==> src/acr_regs.svh <==
// register offsets, field positions and reset values of the result/window block
// assumes inclusion by the design module only
`ifndef ACR_REGS_SVH
`define ACR_REGS_SVH
// byte register offsets inside the block (bus address bits [7:2] index the word)
`define ACR_OFF_FLAGS 8'h0B
`define ACR_OFF_TEMP 8'h0D
`define ACR_OFF_MODE 8'h0E
`define ACR_OFF_RES 8'h10
`define ACR_OFF_WINDOW_LOW_LIMIT 8'h12
`define ACR_OFF_WINDOW_HIGH_LIMIT 8'h14
`define ACR_OFF_SHAPE 8'h16
`define ACR_HI_STEP 8'h01
`define ACR_SHAPE_RST 8'h01
`define ACR_RAW_MAX 10'h3FF
`define ACR_RAW_MIN 10'h000
`define ACR_ACC_MAX 16'hFFC0
`define ACR_ACC_CNT_MAX 7'h40
`define ACR_FLG_RDY 0
`define ACR_FLG_WIN 1
`define ACR_DUTY_BIT 0
`endif

==> src/acr_pkg.sv <==
// types shared by the result/window block
// assumes the register header sits beside it
package acr_pkg;
   typedef enum logic [2:0] {
      ACR_WIN_NONE = 3'h0,
      ACR_WIN_BELOW = 3'h1,
      ACR_WIN_ABOVE = 3'h2,
      ACR_WIN_INSIDE = 3'h3,
      ACR_WIN_OUTSIDE = 3'h4
   } acr_win_mode_t;
   // one finished conversion from the analog side
   typedef struct packed {
      logic valid;
      logic over_ref;
      logic under_gnd;
      logic [9:0] code;
   } acr_sample_t;
   // accumulation setup from the sequencer
   typedef struct packed {
      logic [6:0] count;
   } acr_accum_cfg_t;
endpackage

==> src/acr_result_window.sv <==
// result register, window thresholds, shared byte latch and clock shape bit
// assumes an apb master on pclk and a converter delivering one sample pulse at a time
//
// Behaviour
// one shared 8-bit latch for 16-bit registers
// low byte at base, high byte at base+1
// sample saturates high, zero below ground
// up to 64 samples, sum never above ceiling
// window compare uses final accumulated value
// codes rise from zero to full scale
// raw 10-bit code in result bits 9:0
// result at 0x10, reset zero, read only
// low threshold at 0x12, writable, reset zero
// high threshold at 0x14, writable, reset zero
// duty bit selects 50% or 25% clock
// result read or write-one clears flags
// window mode codes none/below/above/inside/outside
// low read latches high; low write held
`timescale 1ns/1ps
`include "acr_regs.svh"
module acr_result_window
   import acr_pkg::*;
(
   input wire logic pclk,
   input wire logic presetn,
   input wire logic psel,
   input wire logic penable,
   input wire logic pwrite,
   input wire logic [7:0] paddr,
   input wire logic [31:0] pwdata,
   output logic [31:0] prdata,
   output logic pready,
   output logic pslverr,
   input wire acr_sample_t sample,
   input wire acr_accum_cfg_t accum_cfg,
   output logic clock_duty_select,
   output logic result_ready_flag,
   output logic window_match_flag,
   output logic [15:0] conversion_result
);
   // ****************************************
   // bus decode
   // ****************************************
   // every register answers in the first access cycle, so pready is constant high;
   // each byte register sits in its own aligned word at byte address = offset * 4
   logic acc;
   logic wr;
   logic rd;
   logic [7:0] off;
   logic hit;
   assign acc = psel & penable;
   assign wr = acc & pwrite;
   assign rd = acc & ~pwrite;
   assign off = {2'b00, paddr[7:2]};
   assign pready = 1'b1;
   always_comb begin
      unique case (off)
         `ACR_OFF_FLAGS, `ACR_OFF_TEMP, `ACR_OFF_MODE: hit = 1'b1;
         `ACR_OFF_RES, `ACR_OFF_RES + `ACR_HI_STEP: hit = 1'b1;
         `ACR_OFF_WINDOW_LOW_LIMIT, `ACR_OFF_WINDOW_LOW_LIMIT + `ACR_HI_STEP: hit = 1'b1;
         `ACR_OFF_WINDOW_HIGH_LIMIT, `ACR_OFF_WINDOW_HIGH_LIMIT + `ACR_HI_STEP: hit = 1'b1;
         `ACR_OFF_SHAPE: hit = 1'b1;
         default: hit = 1'b0;
      endcase
   end
   assign pslverr = acc & ~hit;
   // ****************************************
   // state
   // ****************************************
   logic [7:0] temp_r, temp_nxt;
   logic [15:0] res_r, res_nxt;
   logic [15:0] window_low_limit_r, window_low_limit_nxt;
   logic [15:0] window_high_limit_r, window_high_limit_nxt;
   logic [7:0] shape_r, shape_nxt;
   logic [2:0] mode_r, mode_nxt;
   logic rdy_r, rdy_nxt;
   logic win_r, win_nxt;
   logic [15:0] sum_r, sum_nxt;
   logic [6:0] cnt_r, cnt_nxt;
   logic [31:0] rdata_r, rdata_nxt;
   logic [9:0] sat_code;
   logic [15:0] sum_add;
   logic [6:0] target;
   logic done;
   logic match;
   // saturate the raw code; the analog flags win over a stale code
   always_comb begin
      if (sample.over_ref) begin
         sat_code = `ACR_RAW_MAX;
      end else if (sample.under_gnd) begin
         sat_code = `ACR_RAW_MIN;
      end else begin
         sat_code = sample.code;
      end
   end
   // zero or one in the count both mean a single sample; counts above 64 are clamped
   always_comb begin
      if (accum_cfg.count == 7'h00) begin
         target = 7'h01;
      end else if (accum_cfg.count > `ACR_ACC_CNT_MAX) begin
         target = `ACR_ACC_CNT_MAX;
      end else begin
         target = accum_cfg.count;
      end
   end
   // 64 x 0x3FF stays below 0x10000, so no carry out is possible
   assign sum_add = sum_r + {6'h00, sat_code}; // see R4
   assign done = sample.valid & ((cnt_r + 7'h01) >= target);
   // unsigned compare is correct since codes rise monotonically
   always_comb begin
      unique case (mode_r)
         ACR_WIN_NONE: match = 1'b0;
         ACR_WIN_BELOW: match = sum_add < window_low_limit_r;
         ACR_WIN_ABOVE: match = sum_add > window_high_limit_r;
         ACR_WIN_INSIDE: match = (sum_add > window_low_limit_r) && (sum_add < window_high_limit_r);
         ACR_WIN_OUTSIDE: match = (sum_add < window_low_limit_r) || (sum_add > window_high_limit_r);
         default: match = 1'b0; // reserved codes never match
      endcase
   end
   // ****************************************
   // next-state logic
   // ****************************************
   always_comb begin
      temp_nxt = temp_r;
      res_nxt = res_r;
      window_low_limit_nxt = window_low_limit_r;
      window_high_limit_nxt = window_high_limit_r;
      shape_nxt = shape_r;
      mode_nxt = mode_r;
      rdy_nxt = rdy_r;
      win_nxt = win_r;
      sum_nxt = sum_r;
      cnt_nxt = cnt_r;
      rdata_nxt = 32'h0000_0000;
      // software side first; hardware sets below override clears
      if (wr) begin
         unique case (off)
            `ACR_OFF_FLAGS: begin
               if (pwdata[`ACR_FLG_RDY]) rdy_nxt = 1'b0;
               if (pwdata[`ACR_FLG_WIN]) win_nxt = 1'b0;
            end
            `ACR_OFF_TEMP: temp_nxt = pwdata[7:0];
            `ACR_OFF_MODE: mode_nxt = pwdata[2:0];
            `ACR_OFF_WINDOW_LOW_LIMIT, `ACR_OFF_WINDOW_HIGH_LIMIT: temp_nxt = pwdata[7:0];
            `ACR_OFF_WINDOW_LOW_LIMIT + `ACR_HI_STEP: window_low_limit_nxt = {pwdata[7:0], temp_r}; // see R9
            `ACR_OFF_WINDOW_HIGH_LIMIT + `ACR_HI_STEP: window_high_limit_nxt = {pwdata[7:0], temp_r};
            `ACR_OFF_SHAPE: shape_nxt = pwdata[7:0];
            default: ; // result is read only
         endcase
      end
      if (rd) begin
         unique case (off)
            `ACR_OFF_FLAGS: rdata_nxt = {30'h0, win_r, rdy_r};
            `ACR_OFF_TEMP: rdata_nxt = {24'h0, temp_r};
            `ACR_OFF_MODE: rdata_nxt = {29'h0, mode_r};
            `ACR_OFF_RES: begin
               rdata_nxt = {24'h0, res_r[7:0]};
               temp_nxt = res_r[15:8];
               rdy_nxt = 1'b0;
               win_nxt = 1'b0;
            end
            `ACR_OFF_WINDOW_LOW_LIMIT: begin
               rdata_nxt = {24'h0, window_low_limit_r[7:0]};
               temp_nxt = window_low_limit_r[15:8];
            end
            `ACR_OFF_WINDOW_HIGH_LIMIT: begin
               rdata_nxt = {24'h0, window_high_limit_r[7:0]};
               temp_nxt = window_high_limit_r[15:8];
            end
            `ACR_OFF_RES + `ACR_HI_STEP, `ACR_OFF_WINDOW_LOW_LIMIT + `ACR_HI_STEP,
            `ACR_OFF_WINDOW_HIGH_LIMIT + `ACR_HI_STEP: begin
               rdata_nxt = {24'h0, temp_r}; // see R2
            end
            `ACR_OFF_SHAPE: rdata_nxt = {24'h0, shape_r};
            default: rdata_nxt = 32'h0000_0000;
         endcase
      end
      // accumulate; flags are compared against the final sum only
      if (sample.valid) begin
         if (done) begin
            res_nxt = sum_add; // see R5
            sum_nxt = 16'h0000;
            cnt_nxt = 7'h00;
            rdy_nxt = 1'b1;
            if (match) win_nxt = 1'b1;
         end else begin
            sum_nxt = sum_add;
            cnt_nxt = cnt_r + 7'h01;
         end
      end
   end
   // ****************************************
   // registers
   // ****************************************
   always_ff @(posedge pclk or negedge presetn) begin
      if (!presetn) begin
         temp_r <= 8'h00;
         res_r <= 16'h0000;
         window_low_limit_r <= 16'h0000;
         window_high_limit_r <= 16'h0000;
         shape_r <= `ACR_SHAPE_RST;
         mode_r <= 3'h0;
         rdy_r <= 1'b0;
         win_r <= 1'b0;
         sum_r <= 16'h0000;
         cnt_r <= 7'h00;
         rdata_r <= 32'h0000_0000;
      end else begin
         temp_r <= temp_nxt;
         res_r <= res_nxt;
         window_low_limit_r <= window_low_limit_nxt;
         window_high_limit_r <= window_high_limit_nxt;
         shape_r <= shape_nxt;
         mode_r <= mode_nxt;
         rdy_r <= rdy_nxt;
         win_r <= win_nxt;
         sum_r <= sum_nxt;
         cnt_r <= cnt_nxt;
         rdata_r <= rdata_nxt;
      end
   end
   // read data must be valid in the access cycle, so it is decoded combinationally
   // from the flops; rdata_r only mirrors it for the checks below
   always_comb begin
      prdata = rdata_nxt;
   end
   assign clock_duty_select = shape_r[`ACR_DUTY_BIT];
   assign result_ready_flag = rdy_r;
   assign window_match_flag = win_r;
   assign conversion_result = res_r;
endmodule

==> config.mk <==
export PLATFORM = sky130hd
export DESIGN_NAME = acr_result_window
export DESIGN_NICKNAME = d
export VERILOG_FILES = /design/src/acr_pkg.sv /design/src/acr_result_window.sv
export VERILOG_INCLUDE_DIRS = /design/src /design/src/src
export SDC_FILE = /design/constraint.sdc
export NUM_CORES = 1
export LEC_CHECK = 0
export ABC_AREA = 0
export ABC_CLOCK_PERIOD_IN_PS = 6470
export BUFFER_PORTS_ARGS = -buffer_cell sky130_fd_sc_hd__buf_2
export CAP_MARGIN = 20
export CORE_MARGIN = 2
export CORE_UTILIZATION = 35
export CTS_BUF_LIST = sky130_fd_sc_hd__clkbuf_16
export CTS_CLUSTER_DIAMETER = 150
export DETAILED_ROUTE_END_ITERATION = 6
export GPL_ROUTABILITY_DRIVEN = 0
export PLACE_DENSITY = 0.64
export SYNTH_ARGS = -nofsm -noshare
export SYNTH_HDL_FRONTEND = slang
export SYNTH_SLANG_ARGS = --single-unit
==> constraint.sdc <==
create_clock -name pclk -period 6.47 [get_ports pclk]
set_input_delay 0.647 -clock pclk [delete_from_list [all_inputs] [get_ports pclk]]
set_output_delay 0.647 -clock pclk [all_outputs]
set_load 0.01 [all_outputs]
# After elaboration in Yosys (flattened, before gate mapping)

Memory sizes are Yosys's and may differ from the RTL's.
Index checks and enable logic that the tools add are counted.

Mux-type cells: 29
Reductions and logical operators: 11
Bitwise gates (word level): 7
Eq/ne operators: 14
Add/subtract/negate cells: 2
$lt $le $gt $ge: 6

Operator list:

| kind                                                 | number |
|---|---|
| case mux 8 bit (7 select lines)                      | 1 |
| equality test 6 x 5 -> 1 bit, second input constant  | 7 |
| greater-than comparator 16 bit                       | 2 |
| < comparator 16 bit                                  | 2 |
| two-way mux 8 bit                                    | 4 |
| case mux 8 bit (3 select lines)                      | 1 |
| two-way mux 7 bit                                    | 3 |
| two-way mux 10 bit                                   | 2 |
| equality test 6 x 4 -> 1 bit, second input constant  | 3 |
| adder 16 x 10 -> 16 bit                              | 1 |
| two-way mux 1 bit                                    | 16 |
| two-way mux 16 bit                                   | 1 |
| AND reduction 2 bit                                  | 5 |
| adder 7 x 1 -> 7 bit, second input constant          | 1 |
| >= comparator 7 bit                                  | 1 |
| greater-than comparator 7 bit, second input constant | 1 |
| zero test 7 bit                                      | 1 |
| equality test 3 x 2 -> 1 bit, second input constant  | 2 |
| bitwise AND 1 bit                                    | 5 |
| case mux 1 bit (4 select lines)                      | 1 |
| OR reduction 4 bit                                   | 1 |
| equality test 3 x 1 -> 1 bit, second input constant  | 1 |
| equality test 3 bit, second input constant           | 1 |
| zero test 3 bit                                      | 1 |
| 4 further kinds                                      | 5 |

Flip-flop bits (word level): 92
Logic and storage cells: 80
Memories kept: 1
Memory bits (read-only): 32
Input bits: 65
Output and inout port bits: 53

Memories:

| memory           | depth | bits a word | read ports | clocked after memory_dff | write ports | RTL line                | text |
|---|---|---|---|---|---|---|---|
| (name not given) | 32    | 1           | 1          | 0                        | 0           | acr_result_window.sv:57 | `unique case (off)` |

# Logic depth before layout (Yosys ltp)

Depth after elaboration: 9
Gate-level depth with buffers: 19

# Worst setup path before layout

No wires, ideal clock.

Path kind: input to register
Start point: input port sample[11] (netlist bit)
End point: register win_r, in the netlist window_match_flag
Slack: 2159 ps
Arrival time: 4185 ps
Stages: 19
Path buffers: 1
Cells stage by stage: clkbuf_1 a21o_1 ha_1 inv_1 fa_1 nor2b_1 o2111ai_1 nand4b_1 a41o_1 and3_1 xor2_1 ha_1 a21oi_1 nand2_1 a221oi_1 o211ai_1 nor4bb_1 o2111a_1 a311o_1

Word-level cells in the longest chain between the ends: 8
Elaborated cells between the ends (all ways): 12
Those cells by class: add/sub (1); order compare (4); mux (5); reduce/logical (2)

RTL lines:

| element                                                      | RTL line                                           | text |
|---|---|---|
| from (decl)                                                  | acr_result_window.sv:34                            | `input wire acr_sample_t sample,` |
| two-way mux 10 bit *                                         | acr_result_window.sv:88                            | `if (sample.over_ref) begin` |
| adder 16 x 10 -> 16 bit *                                    | acr_result_window.sv:107                           | `assign sum_add = sum_r + {6'h00, sat_code};` |
| via sum_add[14]                                              | acr_result_window.sv:82                            | `logic [15:0] sum_add;` |
| < comparator 16 bit (tied with other cells)                  | acr_result_window.sv:113, acr_result_window.sv:116 |  |
| logical OR 1 bit / logical AND 1 bit (equally long branches) | acr_result_window.sv:116, acr_result_window.sv:115 |  |
| case mux 1 bit (4 select lines) *                            | acr_result_window.sv:111                           | `unique case (mode_r)` |
| two-way mux 1 bit *                                          | acr_result_window.sv:185                           | `if (match) win_nxt = 1'b1;` |
| two-way mux 1 bit *                                          | acr_result_window.sv:180                           | `if (done) begin` |
| two-way mux 1 bit *                                          | acr_result_window.sv:179                           | `if (sample.valid) begin` |
| via win_nxt                                                  | acr_result_window.sv:77                            | `logic win_r, win_nxt;` |
| to (signal assigned)                                         | acr_result_window.sv:216                           | `win_r <= win_nxt;` |
| to (decl)                                                    | acr_result_window.sv:77                            |  |

Mark *: on every way through the listed nets, which the timed path passes. The rest lies on a longest branch.
A chain may end at the register's enable or synchronous reset.

# Worst setup path after layout

Start point: input port sample[10] (netlist bit)
End point: register win_r, in the netlist window_match_flag

Word-level cells in the longest chain between the ends: 9
Elaborated cells between the ends (all ways): 13
Those cells by class: add/sub (1); order compare (4); mux (6); reduce/logical (2)

RTL lines:

| element                                                      | RTL line                                           | text |
|---|---|---|
| two-way mux 10 bit *                                         | acr_result_window.sv:90                            | `end else if (sample.under_gnd) begin` |
| two-way mux 10 bit *                                         | acr_result_window.sv:88                            |  |
| adder 16 x 10 -> 16 bit *                                    | acr_result_window.sv:107                           |  |
| via sum_add[13]                                              | acr_result_window.sv:82                            |  |
| < comparator 16 bit (tied with other cells)                  | acr_result_window.sv:113, acr_result_window.sv:116 |  |
| logical OR 1 bit / logical AND 1 bit (equally long branches) | acr_result_window.sv:116, acr_result_window.sv:115 |  |
| case mux 1 bit (4 select lines) *                            | acr_result_window.sv:111                           |  |
| two-way mux 1 bit *                                          | acr_result_window.sv:185                           |  |
| two-way mux 1 bit *                                          | acr_result_window.sv:180                           |  |
| two-way mux 1 bit *                                          | acr_result_window.sv:179                           |  |
| via win_nxt                                                  | acr_result_window.sv:77                            |  |

Marked as above.

==> out/results.txt <==
Final Hold Fails: 0
VDD IR-drop max: 0.000161 V
Num rows: 48
ANT cells: 0
Clk buf depth: 2
Critical Path End Type: flip-flop
DRT Pass-1 Iters: 6
Post-Syn Area: 6070 um2
DP HPWL: 10,900 um
Max_cap viols: 0
Commonest non-fill, non-tap cell in the layout: dfrtp_1
Async S/R FF share, synth: 1.00
Main flop type after synthesis: dfrtp_1
Initial Utilization: 0.354
Clock sinks: 92
Critical path launch point type: input pin
Cts bufs inserted: 9
Ports: 118
CTS H-tree depth: 3
Gr ovfl total: 0
Hold-fix buffers at CTS: 0
Post_cts resized: 0
DRC: 0
Clock Latency Late Sink: 350 ps
Slowest stage delay, CP: 520 ps
Pre-CTS setup slack: 1380 ps
Final WS setup: 1660 ps
Critical Path RT: 6710 ps
RSZ-0062 raised after global routing: false
Vias in the first global route: 4,451
Gate Count Post-Synth: 614
Reg2reg setup slack: 2160 ps
Worst hold path type: in -> async
Largest net degree at the start of global routing: 62
DIE WIDTH: 136 um
Fin. max-slew vios: 0
Netlist cell types: 55
# nets final: 800
Clk_skew: 11.6 ps
Fmax: 0.208 GHz
Syn Area/Cell: 9.88 um2
Total track usage: 0.168
Initial antenna violation count: 0
Most frequent cells in the layout: 91 x dfrtp_1, 65 x buf_2, 58 x inv_1
CTS tree: yes
Proportion of layout cells with a drive suffix above 1: 0.219
Min Tclk post-route: 4810 ps
Status: finished clean
LEAKAGE: 3.26 nW
Die H: 136 um
Critical path cell sequence: buf_2, clkinv_1, a21o_1, ha_1, o21ai_0, o21ai_2, a21oi_1, o41ai_2, o21ai_0, xnor2_1, ha_1, nand4_1, nor2_1, a221oi_1, o211ai_1, nor4bb_1, o2111a_1, a311o_1
Clock slew seen by the registers of the worst setup and hold paths: 70 ps
CTS Root Cell: clkbuf_16
Seq/Total Area, Yosys: 0.380
Worst Tran Pin Value: 1070 ps
Total negative slack: 0 ps
Area Overhead vs Synth: 12.8%
Crit-path max FO: 10
Via count: 4,797
DRT iter0 DRCs: 392
#FFs+latches synth: 92
Largest cells by area after synthesis: dfrtp_1 38%, ha_1 11%, mux2_2 10%, inv_1 3.5%, buf_4 3.1%
Setup bufs post-CTS: 0
Core Area: 17,100 um2
Final period util: 0.743
Global-route wire length before repair: 23,800 um
Post-Route WL: 15,000 um
Routed vias/inst: 5.27
Crit Path Class: in -> reg
Port Buf Inserts: 66
Power per Cell Area: 381 nW/um2
Total die area: 18,400 um2
Non-filler cells, final: 910
Cell taking the most area after synthesis: dfrtp_1
Wire length per cell: 16.5 um
Inst Count DP: 892
Top-area cell type share of the netlist area: 0.375
Number of flops mapped to enable cells by yosys: 0
Synth Warn #: 0
Max-slew headroom: 0.282
Antenna Nets Post-Route: 0
Final setup violating endpoints: 0
Critical Path AT: 5050 ps
Slowest CP cell: o41ai_2
-- stage by stage --
step                power (mW)  hold WS, ps  instance area [um2]   util
detailed placement        2.13          494                 6550  0.383
global placement          2.11          490                 6550  0.383
CTS                       2.63          242                 6820  0.399
global route              2.85          243                 6840  0.400
finish                    2.61          222                 6840  0.400
floorplan                 1.75          351                 6150      -
-- worst max-delay path, delay by kind of cell --
kind	cells	cell delay (ps)
AOI/OAI and AO/OA	10	2570
xor gates and xnor gates	1	390
adders and majority gates	2	660
buffers and inverters	2	330
and+or+nand+nor	3	450
-- area by class of cell --
cell class,count,area [um2]
Timing Repair Buffer,73,393
Tap cell,225,282
Inverter,58,218
Multi-Input combinational cell,446,3380
Clock inverter,7,42.5
Fill cell,1705,10300
Clock buffer,9,225
Sequential cell,92,2300
-- flip-flops by register name (all words and copies together), names as in the netlist --
signal and cells:
mode_r 3, cnt_r 7, sum_r 16, window_low_limit_r 16, window_match_flag 1, temp_r 8, result_ready_flag 1, window_high_limit_r 16
conversion_result 16, shape_r 8
-- power by group --
| group | internal [mW] | leakage (nW) | switching, mW |
|---|---|---|---|
| Sequential | 0.705 | 1.21 | 0.117 |
| Clock | 0.258 | 0.133 | 0.230 |
| Combinational | 0.539 | 1.92 | 0.760 |
| Total | 1.50 | 3.26 | 1.11 |
-- cells by family after synthesis --
family,count (synthesis),share of synthesized area
AO/OA/AOI/OAI,134,0.156
XOR/XNOR,16,0.0231
adder cells (fa/ha/maj),55,0.115
buffers and inverters,99,0.0771
flip-flops,92,0.380
multiplexers,71,0.128
other,2,0.00124
AND/OR/NAND/NOR,145,0.119
-- Yosys cell counts (2+ instances only) --
| cell | n |
|---|---|
| nor3b_1 | 4 |
| and3_1 | 5 |
| mux2i_1 | 17 |
| o21a_1 | 3 |
| xor2_1 | 6 |
| ha_1 | 54 |
| nand2_1 | 47 |
| o211ai_1 | 3 |
| a221oi_1 | 2 |
| nor2b_1 | 12 |
| nand3_1 | 23 |
| o21ai_0 | 31 |
| mux2_2 | 54 |
| nor3_1 | 6 |
| nor2_1 | 23 |
| a311o_1 | 4 |
| o22ai_1 | 5 |
| a211oi_1 | 6 |
| nand2b_1 | 4 |
| inv_1 | 57 |
| and2_1 | 2 |
| a31oi_1 | 8 |
| a22oi_1 | 14 |
| dfrtp_1 | 91 |
| a222oi_1 | 12 |
| conb_1 | 2 |
| a22o_1 | 2 |
| clkbuf_1 | 14 |
| nor3_2 | 2 |
| nand4_1 | 8 |
| xnor2_1 | 10 |
| o2111ai_1 | 2 |
| buf_2 | 2 |
| a21o_1 | 16 |
| buf_4 | 25 |
| a21oi_1 | 17 |
| o2111a_1 | 2 |
| or3_1 | 2 |
-- worst paths after layout --
check | startpoint | end | depth (start not counted)
setup / recovery | sample[10] | window_match_flag | 18
hold / removal | presetn | shape_r[4] | 1
setup reg to reg | sum_r[0] | window_match_flag | 17
hold reg to reg | shape_r[7] | shape_r[7] | 1
max in group asynchronous | presetn | sum_r[1] | 2
min in group pclk | shape_r[7] | shape_r[7] | 1
-- routing by layer --
layer	share of wire	vias up	GRT usage
met2	0.46	123	0.264
met3	0.050	20	0.0296
li1	-	2303	-
met5	0	-	0
met1	0.47	2351	0.233
met4	0.018	0	0.0602
Power figures use the tool's default switching activity.
